===== src/rtl/utx_pkg.sv =====
// Shared constants, types and functions for the transmit cell port
// Behaviour
// - Data bus is 16 bits, or 8 in byte mode
// - MSB is bit 15, or bit 7 in byte mode
// - Device ignores data between cells until start-of-cell
// - Master drives odd or even parity per word
// - Device captures parity on link clock rise
// - Master raises start-of-cell with first word only
// - Start word followed by 26 words or 52 bytes
// - After full cell, wait for start plus enable
// - Device samples data and controls on clock rise
// - Enable low exactly while data is valid
// - Device gives tri-stateable active-high cell-available flag
// - Master drives five-bit address to poll and select
`default_nettype none
package utx_pkg;
    localparam int          UTX_DATA_W       = 16;
    localparam int          UTX_ADDR_W       = 5;
    localparam int          UTX_MSB_WORD     = 15;
    localparam int          UTX_MSB_BYTE     = 7;
    localparam logic [5:0]  UTX_LAST_WORD    = 6'h1A;
    localparam logic [5:0]  UTX_LAST_BYTE    = 6'h34;
    localparam int          UTX_FIFO_DEPTH   = 8;
    localparam int          UTX_CLAV_ROOM    = 4;
    localparam int          UTX_MCLK_NS      = 50;
    localparam int          UTX_LINK_NS      = 400;
    localparam int          UTX_LINK_HALF    = UTX_LINK_NS / (2 * UTX_MCLK_NS);
    localparam logic [1:0]  UTX_POLL_FALLS   = 2'h2;

    typedef enum logic [1:0] {
        UTX_PHY_IDLE,
        UTX_PHY_CELL
    } utx_phy_state_type;

    typedef enum logic [1:0] {
        UTX_ATM_IDLE,
        UTX_ATM_POLL,
        UTX_ATM_SEND
    } utx_atm_state_type;

    // Keeps only the active lanes of the data bus
    function automatic logic [UTX_DATA_W-1:0] utxMask(input logic [UTX_DATA_W-1:0] d,
                                                     input logic byteMode);
        utxMask = byteMode ? {8'h00, d[UTX_MSB_BYTE:0]} : d;
    endfunction

    // Parity bit over the active lanes
    function automatic logic utxParity(input logic [UTX_DATA_W-1:0] d,
                                       input logic byteMode,
                                       input logic odd);
        logic [UTX_DATA_W-1:0] m;
        m = utxMask(d, byteMode);
        utxParity = odd ? ~(^m) : (^m);
    endfunction

    function automatic logic [5:0] utxLast(input logic byteMode);
        utxLast = byteMode ? UTX_LAST_BYTE : UTX_LAST_WORD;
    endfunction
endpackage
`default_nettype wire


===== src/rtl/utx_link_if.sv =====
// Link wires between the cell master and the PHY end
`timescale 1ns/100ps
`default_nettype none
interface utx_link_if;
    import utx_pkg::*;
    logic                  txClk;
    logic [UTX_DATA_W-1:0] txData;
    logic                  txPar;
    logic                  txSoc;
    logic                  txEnb_n;
    logic [UTX_ADDR_W-1:0] txAddr;
    logic                  txClavOut;
    logic                  txClavOe;
    logic                  txClav;

    // Shared flag line: reads low when no PHY drives it
    assign txClav = txClavOe ? txClavOut : 1'b0;

    modport phy (
        input  txClk,
        input  txData,
        input  txPar,
        input  txSoc,
        input  txEnb_n,
        input  txAddr,
        output txClavOut,
        output txClavOe
    );

    modport atm (
        output txClk,
        output txData,
        output txPar,
        output txSoc,
        output txEnb_n,
        output txAddr,
        input  txClav
    );
endinterface
`default_nettype wire


===== src/rtl/utx_phy_end.sv =====
// PHY end of the transmit cell port with its word FIFO
`timescale 1ns/100ps
`default_nettype none
module utx_fifo #(
    parameter int WIDTH = 17,
    parameter int DEPTH = 8
) (
    input  wire logic             mclk,
    input  wire logic             reset_n,
    input  wire logic             inValid,
    output logic                  inReady,
    input  wire logic [WIDTH-1:0] inData,
    output logic                  outValid,
    input  wire logic             outReady,
    output logic      [WIDTH-1:0] outData,
    output logic      [$clog2(DEPTH+1)-1:0] fill
);
    localparam int PW = (DEPTH > 1) ? $clog2(DEPTH) : 1;
    localparam int CW = $clog2(DEPTH + 1);
    localparam logic [PW-1:0] PTR_LAST = PW'(DEPTH - 1);

    if (DEPTH < 2) begin : g_check
        $error("utx_fifo needs a depth of at least two");
    end

    logic [WIDTH-1:0] mem_reg [DEPTH];
    logic [PW-1:0]    wrPtr_reg;
    logic [PW-1:0]    wrPtr_next;
    logic [PW-1:0]    rdPtr_reg;
    logic [PW-1:0]    rdPtr_next;
    logic [CW-1:0]    count_reg;
    logic [CW-1:0]    count_next;
    logic             push;
    logic             pop;

    assign inReady  = (count_reg != CW'(DEPTH));
    assign outValid = (count_reg != '0);
    assign outData  = mem_reg[rdPtr_reg];
    assign fill     = count_reg;
    assign push     = inValid && inReady;
    assign pop      = outValid && outReady;

    always_comb begin
        wrPtr_next = wrPtr_reg;
        rdPtr_next = rdPtr_reg;
        count_next = count_reg;
        if (push) begin
            wrPtr_next = (wrPtr_reg == PTR_LAST) ? '0 : wrPtr_reg + 1'b1;
        end
        if (pop) begin
            rdPtr_next = (rdPtr_reg == PTR_LAST) ? '0 : rdPtr_reg + 1'b1;
        end
        if (push && !pop) begin
            count_next = count_reg + 1'b1;
        end else if (pop && !push) begin
            count_next = count_reg - 1'b1;
        end
    end

    always_ff @(posedge mclk or negedge reset_n) begin
        if (!reset_n) begin
            wrPtr_reg <= '0;
            rdPtr_reg <= '0;
            count_reg <= '0;
        end else begin
            wrPtr_reg <= wrPtr_next;
            rdPtr_reg <= rdPtr_next;
            count_reg <= count_next;
        end
    end

    // Storage needs no reset; only written words are ever read
    always_ff @(posedge mclk) begin
        if (push) begin
            mem_reg[wrPtr_reg] <= inData;
        end
    end
endmodule

module utx_phy_end
    import utx_pkg::*;
#(
    parameter int DEPTH = UTX_FIFO_DEPTH,
    parameter int ROOM  = UTX_CLAV_ROOM
) (
    input  wire logic                  mclk,
    input  wire logic                  reset_n,
    utx_link_if.phy                    link,
    input  wire logic                  byteMode,
    input  wire logic                  parityOdd,
    input  wire logic [UTX_ADDR_W-1:0] ownAddr,
    output logic      [UTX_DATA_W-1:0] cellData,
    output logic                       cellSoc,
    output logic                       cellValid,
    input  wire logic                  cellReady,
    output logic                       parityErr,
    output logic                       overflow
);
    localparam int SW = UTX_DATA_W + UTX_ADDR_W + 4;
    localparam int FW = UTX_DATA_W + 1;
    localparam int CW = $clog2(DEPTH + 1);

    if (ROOM < 1 || ROOM > DEPTH) begin : g_check
        $error("utx_phy_end needs 1 <= ROOM <= DEPTH");
    end

    // Two-stage synchroniser for every link input
    logic [SW-1:0] syncA_reg;
    logic [SW-1:0] syncB_reg;
    logic          clkPrev_reg;

    always_ff @(posedge mclk or negedge reset_n) begin
        if (!reset_n) begin
            syncA_reg   <= '0;
            syncB_reg   <= '0;
            clkPrev_reg <= 1'b0;
        end else begin
            syncA_reg   <= {link.txClk, link.txSoc, link.txEnb_n, link.txPar,
                            link.txAddr, link.txData};
            syncB_reg   <= syncA_reg;
            clkPrev_reg <= syncB_reg[SW-1];
        end
    end

    logic                  sClk;
    logic                  sSoc;
    logic                  sEnb_n;
    logic                  sPar;
    logic [UTX_ADDR_W-1:0] sAddr;
    logic [UTX_DATA_W-1:0] sData;
    logic                  linkRise;

    assign {sClk, sSoc, sEnb_n, sPar, sAddr, sData} = syncB_reg;
    assign linkRise = sClk && !clkPrev_reg;

    // Cell framing
    utx_phy_state_type     state_reg;
    utx_phy_state_type     state_next;
    logic [5:0]            idx_reg;
    logic [5:0]            idx_next;
    logic                  push_reg;
    logic                  push_next;
    logic [FW-1:0]         pushData_reg;
    logic [FW-1:0]         pushData_next;
    logic                  parityErr_reg;
    logic                  parityErr_next;
    logic                  overflow_reg;
    logic                  overflow_next;
    logic                  clav_reg;
    logic                  clav_next;
    logic                  clavOe_reg;
    logic                  clavOe_next;
    logic                  fifoReady;
    logic [CW-1:0]         fifoFill;
    logic                  take;

    always_comb begin
        state_next     = state_reg;
        idx_next       = idx_reg;
        push_next      = 1'b0;
        pushData_next  = pushData_reg;
        parityErr_next = 1'b0;
        overflow_next  = push_reg && !fifoReady;
        take           = 1'b0;
        if (linkRise && !sEnb_n) begin
            if (sSoc) begin
                take       = 1'b1;
                idx_next   = '0;
                state_next = UTX_PHY_CELL;
            end else if (state_reg == UTX_PHY_CELL) begin
                take     = 1'b1;
                idx_next = idx_reg + 1'b1;
                if (idx_next == utxLast(byteMode)) begin
                    state_next = UTX_PHY_IDLE;
                end
            end
        end
        if (take) begin
            push_next      = 1'b1;
            pushData_next  = {sSoc, utxMask(sData, byteMode)};
            parityErr_next = (sPar != utxParity(sData, byteMode, parityOdd));
        end
        // Flag room only while at least ROOM FIFO slots are free
        clav_next   = (fifoFill <= CW'(DEPTH - ROOM));
        clavOe_next = (sAddr == ownAddr);
    end

    always_ff @(posedge mclk or negedge reset_n) begin
        if (!reset_n) begin
            state_reg     <= UTX_PHY_IDLE;
            idx_reg       <= '0;
            push_reg      <= 1'b0;
            pushData_reg  <= '0;
            parityErr_reg <= 1'b0;
            overflow_reg  <= 1'b0;
            clav_reg      <= 1'b0;
            clavOe_reg    <= 1'b0;
        end else begin
            state_reg     <= state_next;
            idx_reg       <= idx_next;
            push_reg      <= push_next;
            pushData_reg  <= pushData_next;
            parityErr_reg <= parityErr_next;
            overflow_reg  <= overflow_next;
            clav_reg      <= clav_next;
            clavOe_reg    <= clavOe_next;
        end
    end

    logic [FW-1:0] fifoOut;

    utx_fifo #(
        .WIDTH (FW),
        .DEPTH (DEPTH)
    ) u_fifo (
        .mclk     (mclk),
        .reset_n  (reset_n),
        .inValid  (push_reg),
        .inReady  (fifoReady),
        .inData   (pushData_reg),
        .outValid (cellValid),
        .outReady (cellReady),
        .outData  (fifoOut),
        .fill     (fifoFill)
    );

    assign {cellSoc, cellData} = fifoOut;
    assign parityErr           = parityErr_reg;
    assign overflow            = overflow_reg;
    assign link.txClavOut      = clav_reg;
    assign link.txClavOe       = clavOe_reg;
endmodule
`default_nettype wire


===== src/flat_wrapper.sv =====
// flat-port wrapper written by rule: the top's interface ports become plain ports
module utx_phy_end_flat import utx_pkg::*;
#(
    parameter int DEPTH = UTX_FIFO_DEPTH,
    parameter int ROOM  = UTX_CLAV_ROOM
)
  (mclk, reset_n, byteMode, parityOdd, ownAddr, cellData, cellSoc, cellValid, cellReady, parityErr, overflow, link_txClk, link_txData, link_txPar, link_txSoc, link_txEnb_n, link_txAddr, link_txClavOut, link_txClavOe);
  utx_link_if link_i ();
  input  wire logic mclk;
  input  wire logic reset_n;
  input  wire logic byteMode;
  input  wire logic parityOdd;
  input  wire logic [UTX_ADDR_W-1:0] ownAddr;
  output logic      [UTX_DATA_W-1:0] cellData;
  output logic cellSoc;
  output logic cellValid;
  input  wire logic cellReady;
  output logic parityErr;
  output logic overflow;
  input wire logic [$bits(link_i.txClk)-1:0] link_txClk;
  input wire logic [$bits(link_i.txData)-1:0] link_txData;
  input wire logic [$bits(link_i.txPar)-1:0] link_txPar;
  input wire logic [$bits(link_i.txSoc)-1:0] link_txSoc;
  input wire logic [$bits(link_i.txEnb_n)-1:0] link_txEnb_n;
  input wire logic [$bits(link_i.txAddr)-1:0] link_txAddr;
  output wire logic [$bits(link_i.txClavOut)-1:0] link_txClavOut;
  output wire logic [$bits(link_i.txClavOe)-1:0] link_txClavOe;
  assign link_i.txClk = link_txClk;
  assign link_i.txData = link_txData;
  assign link_i.txPar = link_txPar;
  assign link_i.txSoc = link_txSoc;
  assign link_i.txEnb_n = link_txEnb_n;
  assign link_i.txAddr = link_txAddr;
  assign link_txClavOut = link_i.txClavOut;
  assign link_txClavOe = link_i.txClavOe;
  utx_phy_end #(.DEPTH(DEPTH), .ROOM(ROOM)) u_core (.mclk(mclk), .reset_n(reset_n), .link(link_i), .byteMode(byteMode), .parityOdd(parityOdd), .ownAddr(ownAddr), .cellData(cellData), .cellSoc(cellSoc), .cellValid(cellValid), .cellReady(cellReady), .parityErr(parityErr), .overflow(overflow));
endmodule

===== config.mk =====
export PLATFORM = sky130hd
export DESIGN_NAME = utx_phy_end_flat
export DESIGN_NICKNAME = d
export VERILOG_FILES = /design/src/rtl/utx_pkg.sv /design/src/rtl/utx_link_if.sv /design/src/rtl/utx_phy_end.sv /design/src/flat_wrapper.sv
export SDC_FILE = /design/constraint.sdc
export NUM_CORES = 1
export LEC_CHECK = 0
export BUFFER_PORTS_ARGS = -buffer_cell sky130_fd_sc_hd__buf_2
export CAP_MARGIN = 0
export CORE_ASPECT_RATIO = 0.5
export CORE_MARGIN = 2
export CORE_UTILIZATION = 30
export DETAILED_ROUTE_END_ITERATION = 10
export MAX_ROUTING_LAYER = met4
export SYNTH_ARGS = -nofsm -noshare
export SYNTH_HDL_FRONTEND = slang
export SYNTH_SLANG_ARGS = --single-unit

===== constraint.sdc =====
create_clock -name mclk -period 4.2 [get_ports mclk]
set_clock_uncertainty 0.1 [all_clocks]
set_input_delay 0.84 -clock mclk [delete_from_list [all_inputs] [get_ports mclk]]
set_output_delay 0.84 -clock mclk [all_outputs]
set_load 0.01 [all_outputs]

==> qor.txt, run 1 <==
status: finished, final reports clean
first-pass GRT wire length: 23.5 mm
most common cell after layout, fill and taps aside: edfxtp_1
Post-CTS Hold Buffers: 0
chip height: 124 microns
via count: 4128
worst vdd ir: 0.000256 V
P per Cell Area: 581 nW/um^2
Layout Nets: 585
DRC violations left: 0
Comb power frac: 20.3%
Finished Cell Area: 10100 sq um
CTS tree: built
post_cts resized: 0
Max Slew Vio Count: 0
synth unique cells: 39
area grow syn2layout: 17.3%
worst reg-to-reg path cell count: 12
Net Sw Frac: 26.7%
Post-Syn Area: 8600 sq um
CP arrival: 2.42 ns
P_int: 4.29 mW
Non-Filler Instances: 940
chip width: 243 microns
initial antenna violation count: 1
layout cell share with drive strength beyond 1: 22.6%
clock buffer depth: 3
largest net degree at the start of global routing: 74
Syn Nets: 511
Starting Density: 30.8%
Inst Count DP: 899
Clk pin slew, worst setup/hold paths: 0.06 ns
M3 GR Usage: 1.81%
TritonCTS buffer count: 22
Hold Fails Final Rpt: 0
Core Footprint: 27900 sq um
met1 Use GR: 13.4%
Seq pwr share: 47.8%
Setup TNS: 0 ns
asr flop ratio synth: 39.8%
ys flop type: edfxtp_1
Detail Placement HPWL: 9.47 mm
global routing usage on met2: 17.6%
Clk Tree Root Cell: clkbuf_16
FP Rows: 43
kind of critical path: register to output pin
CP max FO: 37
CP max stage delay: 0.65 ns
H-Tree Depth: 1
post-synthesis register bit count: 226
Psw: 1.56 mW
Worst-Skew Late Latency: 0.49 ns
remaining global-route overflow: 0
total wire length: 15.2 mm
1st-iter DRT viols: 260
fin crit period: 3.36 ns
clock share of power: 32.0%
unrepaired setup endpoints after global routing: no
leak pwr: 3.84 nW
Largest register FFs: 136
full die area: 30100 sq um
# IOs: 57
max cap viols: 0
synthesized instance count: 467
setup violators final: 0
post-synthesis area per instance: 18.4 sq um
drt wl/cell: 16.1 microns
Placed Area: 9380 sq um
Hold Crit Class: register to register
crit path launch type: register
final worst-path cycle share: 80.0%
sequential-to-total area share from yosys stat: 73.7%
Slew @ Worst Pin: 1.12 ns
fmax: 298 MHz
synthesis warning total: 0
Power Total: 5.85 mW
Final Wtd Congestion: 0.736
Hold Path Depth: 0
clock sink count: 226
vias per inst: 4.39
post-CTS setup buffer count: 0
Pre-antenna DRT Iters: 4
GRT Max-Usage Layer: met2
vias in the first global route: 4243
port bufs: 56
most frequent cells in the layout: 136 x edfxtp_1, 90 x dfrtp_1, 55 x buf_2
DRT antenna net count: 0
number of synthesized flops with an enable pin: 136
Worst path slowest cell: mux4_1
critical path, cell by cell: buf_4, mux4_1, mux2_2, buf_2
Setup crit end kind: output pin
CP required: 3.26 ns
Slew HR: 25.0%
All-Layer GR Usage: 10.6%
## stage by stage
step,utilization [%],hold slack (ns),setup WS (ns)
floorplan,-,0.231,1.24
CTS,36.1,0.248,0.813
global route,36.1,0.255,0.749
detailed placement,33.6,0.235,1.31
global placement,33.6,0.232,1.35
finish,36.1,0.246,0.842
## cell usage after synthesis, drive strengths merged (3+ instances only)
master | n | area [sq um]
a21o | 4 | 30.0
a21oi | 5 | 25.0
buf | 8 | 65.1
clkbuf | 8 | 30.0
dfrtp | 90 | 2250
edfxtp | 136 | 4080
ha | 8 | 100
mux2 | 19 | 214
mux4 | 34 | 890
nand2 | 51 | 191
nand2b | 16 | 100
nand3 | 4 | 20.0
nor2 | 9 | 33.8
nor2b | 3 | 18.8
nor3 | 11 | 55.1
o21ai | 16 | 83.8
xnor2 | 17 | 149
xor2 | 6 | 52.6
## layout make-up
type                    count  area [sq um]
diodes                      1          2.50
clock buffers              33           654
clock inverters             7          41.3
fillers                  2582         17800
inverters                   3          11.3
multi-input cells         222          2200
flip-flops and latches    226          6340
well taps                 382           478
repair buffers             66           358
## critical path: cells and delay by family (launching register included)
kind	cells	cell delay, ns
mux	2	0.95
buf+inv	2	0.65
flops	1	0.32
## metal layers
| layer | share of wire [%] | up-vias |
|---|---|---|
| li1 | - | 1938 |
| met2 | 49 | 84 |
| met4 | 2.1 | 0 |
| met3 | 4.5 | 29 |
| met5 | 0 | - |
| met1 | 44 | 2077 |
## logic make-up (layout without fill, tap and decap cells)
logic type / Yosys count / after routing / synth area share [%]
xor+xnor: 25 / 25 / 2.87
simple gates: 100 / 100 / 5.47
fa+ha+maj: 9 / 9 / 1.40
other cells: 0 / 1 / 0
compound gates: 35 / 35 / 2.49
flops: 226 / 226 / 73.7
mux: 53 / 53 / 12.8
buf+inv: 19 / 109 / 1.24
## power groups by stage
stage	clock network, mW	logic (mW)	registers (mW)
after floorplan	0	0.931	2.72
after global placement	0	1.20	2.83
after detailed placement	0	1.21	2.84
after CTS	1.92	1.22	2.80
after global routing	2.02	1.31	2.82
final	1.87	1.19	2.80
## path summary, 6_finish.rpt
check                                           start                          to  slack, ns
min in group asynchronous                     reset_n        u_core.syncB_reg[17]       0.35
max                        u_core.u_fifo.rdPtr_reg[0]                 cellData[9]       0.84
max in group asynchronous                     reset_n  u_core.u_fifo.wrPtr_reg[1]       2.82
max reg2reg                     u_core.u_fifo.fill[0]       u_core.u_fifo.fill[3]       1.28
min reg2reg                      u_core.syncA_reg[10]        u_core.syncB_reg[10]       0.25
min                              u_core.syncA_reg[10]        u_core.syncB_reg[10]       0.25
No activity file was read; power rests on OpenSTA's default activity.
==> run 2, diff against run 1 <==
--- a/config.mk
+++ b/config.mk
@@ -5,6 +5,7 @@
 export SDC_FILE = /design/constraint.sdc
 export NUM_CORES = 1
 export LEC_CHECK = 0
+export ABC_AREA = 1
 export BUFFER_PORTS_ARGS = -buffer_cell sky130_fd_sc_hd__buf_2
 export CAP_MARGIN = 0
 export CORE_ASPECT_RATIO = 0.5
==> constraint.sdc (replaced) <==
create_clock -name mclk -period 2.8 [get_ports mclk]
set_clock_uncertainty 0.1 [all_clocks]
set_input_delay 0.56 -clock mclk [delete_from_list [all_inputs] [get_ports mclk]]
set_output_delay 0.56 -clock mclk [all_outputs]
set_load 0.01 [all_outputs]
==> run 2 against run 1 <==
Net effect: synthesized cell count increased by 52%; sequential cell count did not move; final cell count rose by 27%; global-route usage increased by 1.2 points; routed wire length is 17% higher; count of clock-buffer cells in the layout up 3; worst setup slack got worse by 0.74 ns; die area is 0.64% higher; worst hold slack lost 0.18 ns; non-clock buffer count rose by 24; critical path depth up 3; critical endpoint is now cellData[12].
==> qor.txt, run 2 <==
status: finished, final reports clean
Core Footprint: 28000 sq um (+0.39%)
initial antenna violation count: 0 (-1)
utilization after layout: 37.0% (+0.91 points)
Placed Area: 9480 sq um (+1.1%)
asr flop ratio synth: 39.8% (unchanged)
# diodes: 0 (-1)
remaining global-route overflow: 0 (unchanged)
fmax: 370 MHz
Power Total: 9.72 mW (+66%)
kind of critical path: register to output pin
final worst-path cycle share: 96.4%
sequential-to-total area share from yosys stat: 73.2% (-0.48 points)
Detail Placement HPWL: 11.1 mm (+17%)
Setup crit end kind: output pin
Worst path slowest cell: dfrtp_2
area of the multi-input gates: 2040 sq um (-7.5%)
CP most frequent cell: nor2_1
Layout Nets: 841 (+44%)
Worst-Skew Late Latency: 0.50 ns (about the same)
# IOs: 57 (unchanged)
clock buffer depth: 3 (unchanged)
cell taking the most area after synthesis: edfxtp_1
total wire length: 17.8 mm (+17%)
synth top area cells: edfxtp_1 47%, dfrtp_1 26%, nor2_1 6.0%
most common cell after layout, fill and taps aside: nor2_1
largest net degree at the start of global routing: 61 (-18%)
Clk pin slew, worst setup/hold paths: 0.06 ns (about the same)
top-count cell post-synth: nor2_1
TritonCTS buffer count: 24 (+9.1%)
via count: 5450 (+32%)
Post-Syn Area: 8650 sq um (+0.65%)
Hold Crit Class: input port to register
worst vdd ir: 0.000412 V (+61%)
crit path launch type: register
chip height: 124 microns (+0.32%)
area grow syn2layout: 19.9%
CP required: 2.14 ns (-1.12 ns)
Finished Cell Area: 10400 sq um (+2.9%)
Max Slew Vio Count: 0 (unchanged)
Starting Density: 30.9% (+0.083 points)
Hold Fails Final Rpt: 0 (unchanged)
1st-iter DRT viols: 360 (+38%)
CP max FO: 15 (-59%)
vias per inst: 4.55 (+3.7%)
top cell type's share of synthesized area: 47.2% (-0.31 points)
CTS tree: built
Clk Tree Root Cell: clkbuf_16
max cap viols: 0 (unchanged)
P per Cell Area: 937 nW/um^2 (+61%)
chip width: 244 microns (+0.32%)
synthesized instance count: 711 (+52%)
Syn Nets: 755 (+48%)
FF/Latch Area: 6340 sq um (about the same)
post-synthesis area per instance: 12.2 sq um (-34%)
clock sink count: 226 (unchanged)
Pre-antenna DRT Iters: 5 (+1)
Final Wtd Congestion: 0.823 (+12%)
CP max stage delay: 0.49 ns (-0.16 ns)
Largest register FFs: 136 (unchanged)
fin crit period: 2.70 ns
port bufs: 56 (unchanged)
Setup TNS: 0 ns (unchanged)
Slew HR: 63.4% (+38 points)
number of synthesized flops with an enable pin: 136 (unchanged)
ys flop type: edfxtp_1
H-Tree Depth: 1 (unchanged)
synth unique cells: 36 (-7.7%)
most frequent cells in the layout: 138 x nor2_1, 136 x edfxtp_1, 89 x nand2_1
setup violators final: 0 (unchanged)
layout cell share with drive strength beyond 1: 17.5% (-5.1 points)
post-synthesis register bit count: 226 (unchanged)
Fillers: 2643 (+2.4%)
Slew @ Worst Pin: 0.549 ns (-0.573 ns)
drt wl/cell: 14.9 microns (-7.8%)
first-pass GRT wire length: 27.6 mm (+17%)
FP Rows: 43 (unchanged)
full die area: 30300 sq um (+0.64%)
DRC violations left: 0 (unchanged)
leak pwr: 4.15 nW (+7.9%)
Synth top cells by count: 138 x nor2_1, 136 x edfxtp_1, 90 x dfrtp_1, 89 x nand2_1, 77 x o21ai_0
All-Layer GR Usage: 11.8% (+1.2 points)
CP arrival: 2.04 ns (-0.38 ns)
critical path, cell by cell: buf_4, clkbuf_16, nor2_1, o22ai_1, nor2_1, a31oi_1, buf_2
synthesis warning total: 0 (unchanged)
vias in the first global route: 5343 (+26%)
DRT antenna net count: 0 (unchanged)
[run 2: changes by cell type in the layout (fill, tap and decap cells not counted), sizes merged, moves of 19 or more]
cell	before	now
nor2	9	139
mux2	19	0
inv	3	39
mux4	34	0
o21ai	16	90
buf	66	88
nand2	51	92
[run 2: cells by family after synthesis]
kind of cell    synth area share, %
xor+xnor                       1.01
fa+ha+maj                      1.39
compound gates                 8.44
buf+inv                        3.37
simple gates                   12.6
flops                          73.2
[run 2: through the flow]
step	cells	hold slack (ns)	setup slack, ns
3_5_place_dp	1144	0.235	0.377
5_1_grt	1197	0.0428	-0.00474
4_1_cts	1189	0.0474	0.00760
2_1_floorplan	711	0.164	0.602
3_3_place_gp	1144	0.234	0.461
6_report	1197	0.0673	0.101
[run 2: area by class of cell]
class                   count  share of cell area [%]
multi-input cells         417                    19.6
inverters                  38                    1.42
clock buffers              36                    6.81
clock inverters             8                   0.712
well taps                 382                    4.61
flip-flops and latches    226                    61.1
repair buffers             90                    5.73
[run 2: path summary, 6_finish.rpt]
kind	startpoint	endpoint	slack, ns	cells past startpoint
min reg2reg	u_core.syncA_reg[7]	u_core.syncB_reg[7]	0.24	0
min	link_txData[0]	u_core.syncA_reg[0]	0.07	1
max in group asynchronous	reset_n	u_core.pushData_reg[3]	1.40	3
max reg2reg	u_core.u_fifo.fill[0]	u_core.u_fifo.fill[3]	0.33	13
max	u_core.u_fifo.rdPtr_reg[0]	cellData[12]	0.10	7
min in group asynchronous	reset_n	u_core.syncA_reg[18]	0.49	2
[run 2: power breakdown]
group          switching, mW  leakage, nW  internal [mW]  total [mW]
Combinational           1.54         1.44          0.996        2.54
Clock                   1.21        0.383           1.84        3.05
Sequential             0.262         2.33           3.86        4.12
Total                   3.02         4.15           6.70        9.72
[run 2: timing repair]
item,4_1_cts,5_1_grt
pin swaps,0,1
endpoints found under the hold margin,43,0
gates cloned,0,2
buffers inserted,0,6
hold buffers,1,0
resized for setup,2,4
setup endpoints to repair,5,13
[run 2: worst max-delay path: cells and delay by family (launching register included)]
family	cells	cell delay [ns]
compound gates	2	0.35
buf+inv	3	0.57
flops	1	0.49
simple gates	2	0.11
[run 2: per-layer routing]
metal | GRT usage, % | vias up | routed length, microns
li1 | - | 2635 | -
met1 | 15.1 | 2680 | 8090
met2 | 19.7 | 114 | 8490
met3 | 2.03 | 21 | 925
met4 | 2.97 | 0 | 307
met5 | - | - | 0
==> run 3, diff against run 2 <==
--- a/config.mk
+++ b/config.mk
@@ -6,13 +6,14 @@
 export NUM_CORES = 1
 export LEC_CHECK = 0
 export ABC_AREA = 1
-export BUFFER_PORTS_ARGS = -buffer_cell sky130_fd_sc_hd__buf_2
 export CAP_MARGIN = 0
 export CORE_ASPECT_RATIO = 0.5
 export CORE_MARGIN = 2
 export CORE_UTILIZATION = 30
 export DETAILED_ROUTE_END_ITERATION = 10
+export DONT_BUFFER_PORTS = 1
 export MAX_ROUTING_LAYER = met4
+export SETUP_SLACK_MARGIN = 0.15
 export SYNTH_ARGS = -nofsm -noshare
 export SYNTH_HDL_FRONTEND = slang
 export SYNTH_SLANG_ARGS = --single-unit
==> run 3 against run 2 <==
Net effect: maximum frequency rose by 4.5%; worst setup slack improved by 0.12 ns; sequential share of layout area rose by 0.060 points; first-iteration DRC count rose by 0.83%; power fell by 0.97%; routed wire length fell by 2.8%; worst hold slack got worse by 0.011 ns; global-route usage rose by 0.16 points; die area did not move; critical endpoint is now cellData[14].
==> qor.txt, run 3 (synthesis gave the netlist of run 2 again) <==
1st-iter DRT viols: 363 (+0.83%)
clock sink count: 226 (unchanged)
Placed Area: 9190 sq um (-3.1%)
largest net degree at the start of global routing: 91 (+49%)
CP max FO: 55 (+40)
leak pwr: 4.02 nW (-3.2%)
area grow syn2layout: 19.8% (about the same)
Worst-Skew Late Latency: 0.50 ns (about the same)
most frequent cells in the layout: 137 x nor2_1, 136 x edfxtp_1, 89 x nand2_1
max cap viols: 0 (unchanged)
initial antenna violation count: 0 (unchanged)
clock buffer depth: 3 (unchanged)
CTS tree: built
FF-to-FF Start: u_core.u_fifo.fill[1]
Comb power frac: 24.0% (-2.1 points)
Hold Fails Final Rpt: 0 (unchanged)
Final Wtd Congestion: 0.771 (-6.2%)
final worst-path cycle share: 92.3% (-4.1 points)
Max Slew Vio Count: 0 (unchanged)
DRC violations left: 0 (unchanged)
vias in the first global route: 5115 (-4.3%)
unrepaired setup endpoints after global routing: yes
Setup crit end kind: output pin
# IOs: 57 (unchanged)
total wire length: 17.3 mm (-2.8%)
Slew HR: 71.2% (+7.9 points)
# diodes: 0 (unchanged)
P per Cell Area: 929 nW/um^2 (-0.88%)
worst setup path start: u_core.u_fifo.rdPtr_reg[0]
most common cell after layout, fill and taps aside: nor2_1
hold wc startpoint: byteMode
Fillers: 2628 (-0.57%)
TritonCTS buffer count: 23 (-4.2%)
drt wl/cell: 15.0 microns (+0.77%)
setup violators final: 0 (unchanged)
Starting Density: 30.9% (unchanged)
Setup TNS: 0 ns (unchanged)
Pre-antenna DRT Iters: 5 (unchanged)
crit path launch type: register
Net Sw Frac: 30.8% (-0.29 points)
kind of critical path: register to output pin
first-pass GRT wire length: 27.6 mm (unchanged)
Finished Cell Area: 10400 sq um (about the same)
fin crit period: 2.58 ns (-0.115 ns)
Largest register FFs: 136 (unchanged)
Hold Crit Class: input port to register
Psw: 2.96 mW (-1.9%)
Detail Placement HPWL: 10.8 mm (-3.4%)
All-Layer GR Usage: 11.9% (+0.16 points)
Core Footprint: 28000 sq um (unchanged)
DRT antenna net count: 0 (unchanged)
CP arrival: 1.92 ns (-0.12 ns)
FP Rows: 43 (unchanged)
Clk Tree Root Cell: clkbuf_16
fmax: 387 MHz (+4.5%)
chip height: 124 microns (unchanged)
vias per inst: 4.53 (-0.41%)
full die area: 30300 sq um (unchanged)
port bufs: 0 (-100%)
CP required: 2.14 ns (about the same)
H-Tree Depth: 1 (unchanged)
clock share of power: 33.3% (+1.9 points)
Clk pin slew, worst setup/hold paths: 0.06 ns (about the same)
P_int: 6.66 mW (-0.55%)
worst vdd ir: 0.000473 V (+15%)
Seq pwr share: 42.8% (+0.4 points)
via count: 5237 (-3.9%)
Slew @ Worst Pin: 0.431 ns (-0.118 ns)
Layout Nets: 801 (-4.8%)
layout cell share with drive strength beyond 1: 11.3% (-6.3 points)
remaining global-route overflow: 0 (unchanged)
chip width: 244 microns (unchanged)
status: finished, final reports clean
run 3: critical path: stages (launching register included):
cell and delay (ns):
dfrtp_2 0.42, buf_12 0.26, o21ai_0 0.14, o22ai_1 0.23
nor2_1 0.08, a31oi_2 0.26
run 3: power by group through the flow:
stage / clock network (mW) / registers [mW] / logic [mW]
6_report: 3.20 / 4.12 / 2.31
5_1_grt: 3.40 / 4.16 / 2.59
4_1_cts: 3.27 / 4.12 / 2.30
3_5_place_dp: 0 / 4.21 / 2.13
3_3_place_gp: 0 / 4.19 / 2.08
2_1_floorplan: 0 / 4.07 / 1.60
run 3: per-layer routing:
| metal | track usage (%) | part of all wire (%) |
|---|---|---|
| met1 | 15.8 | 48 |
| met2 | 19.1 | 46 |
| met3 | 1.72 | 3.8 |
| met4 | 3.89 | 2.3 |
| met5 | - | 0 |
run 3: layout make-up:
class / count / area, sq um / share of cell area (%)
Sequential cell: 226 / 6340 / 61.2
Inverter: 38 / 144 / 1.39
Tap cell: 382 / 478 / 4.61
Clock buffer: 31 / 646 / 6.23
Clock inverter: 10 / 156 / 1.51
Multi-Input combinational cell: 417 / 2080 / 20.1
Timing Repair Buffer: 51 / 520 / 5.02
run 3: worst paths after layout:
| check | endpoint | slack (ns) | cells past startpoint |
|---|---|---|---|
| max | cellData[14] | 0.22 | 5 |
| min | u_core.pushData_reg[12] | 0.06 | 1 |
| max reg2reg | u_core.u_fifo.fill[3] | 0.44 | 13 |
| min reg2reg | u_core.syncB_reg[16] | 0.25 | 0 |
| max in group asynchronous | u_core.syncB_reg[8] | 1.71 | 2 |
| min in group asynchronous | u_core.u_fifo.rdPtr_reg[2] | 0.54 | 2 |
run 3: repair_timing:
action                                  in CTS  in global routing
buffers inserted                             1                  1
hold endpoints to repair                   115                  0
pin swaps                                    0                  2
hold buffers                                27                  0
resized for setup                            9                  5
endpoints found under the setup margin      17                 11
run 3: metrics by stage:
stage | power [mW] | hold slack [ns] | std cells | worst slack [ns] | utilization, %
global placement | 6.27 | 0.166 | 1085 | 0.458 | 32.8
finish | 9.62 | 0.0562 | 1155 | 0.216 | 37.0
detailed placement | 6.34 | 0.166 | 1085 | 0.371 | 32.8
floorplan | 5.67 | 0.164 | 711 | 0.602 | -
CTS | 9.69 | 0.0380 | 1154 | 0.151 | 36.9
global route | 10.1 | 0.0385 | 1155 | 0.145 | 37.0
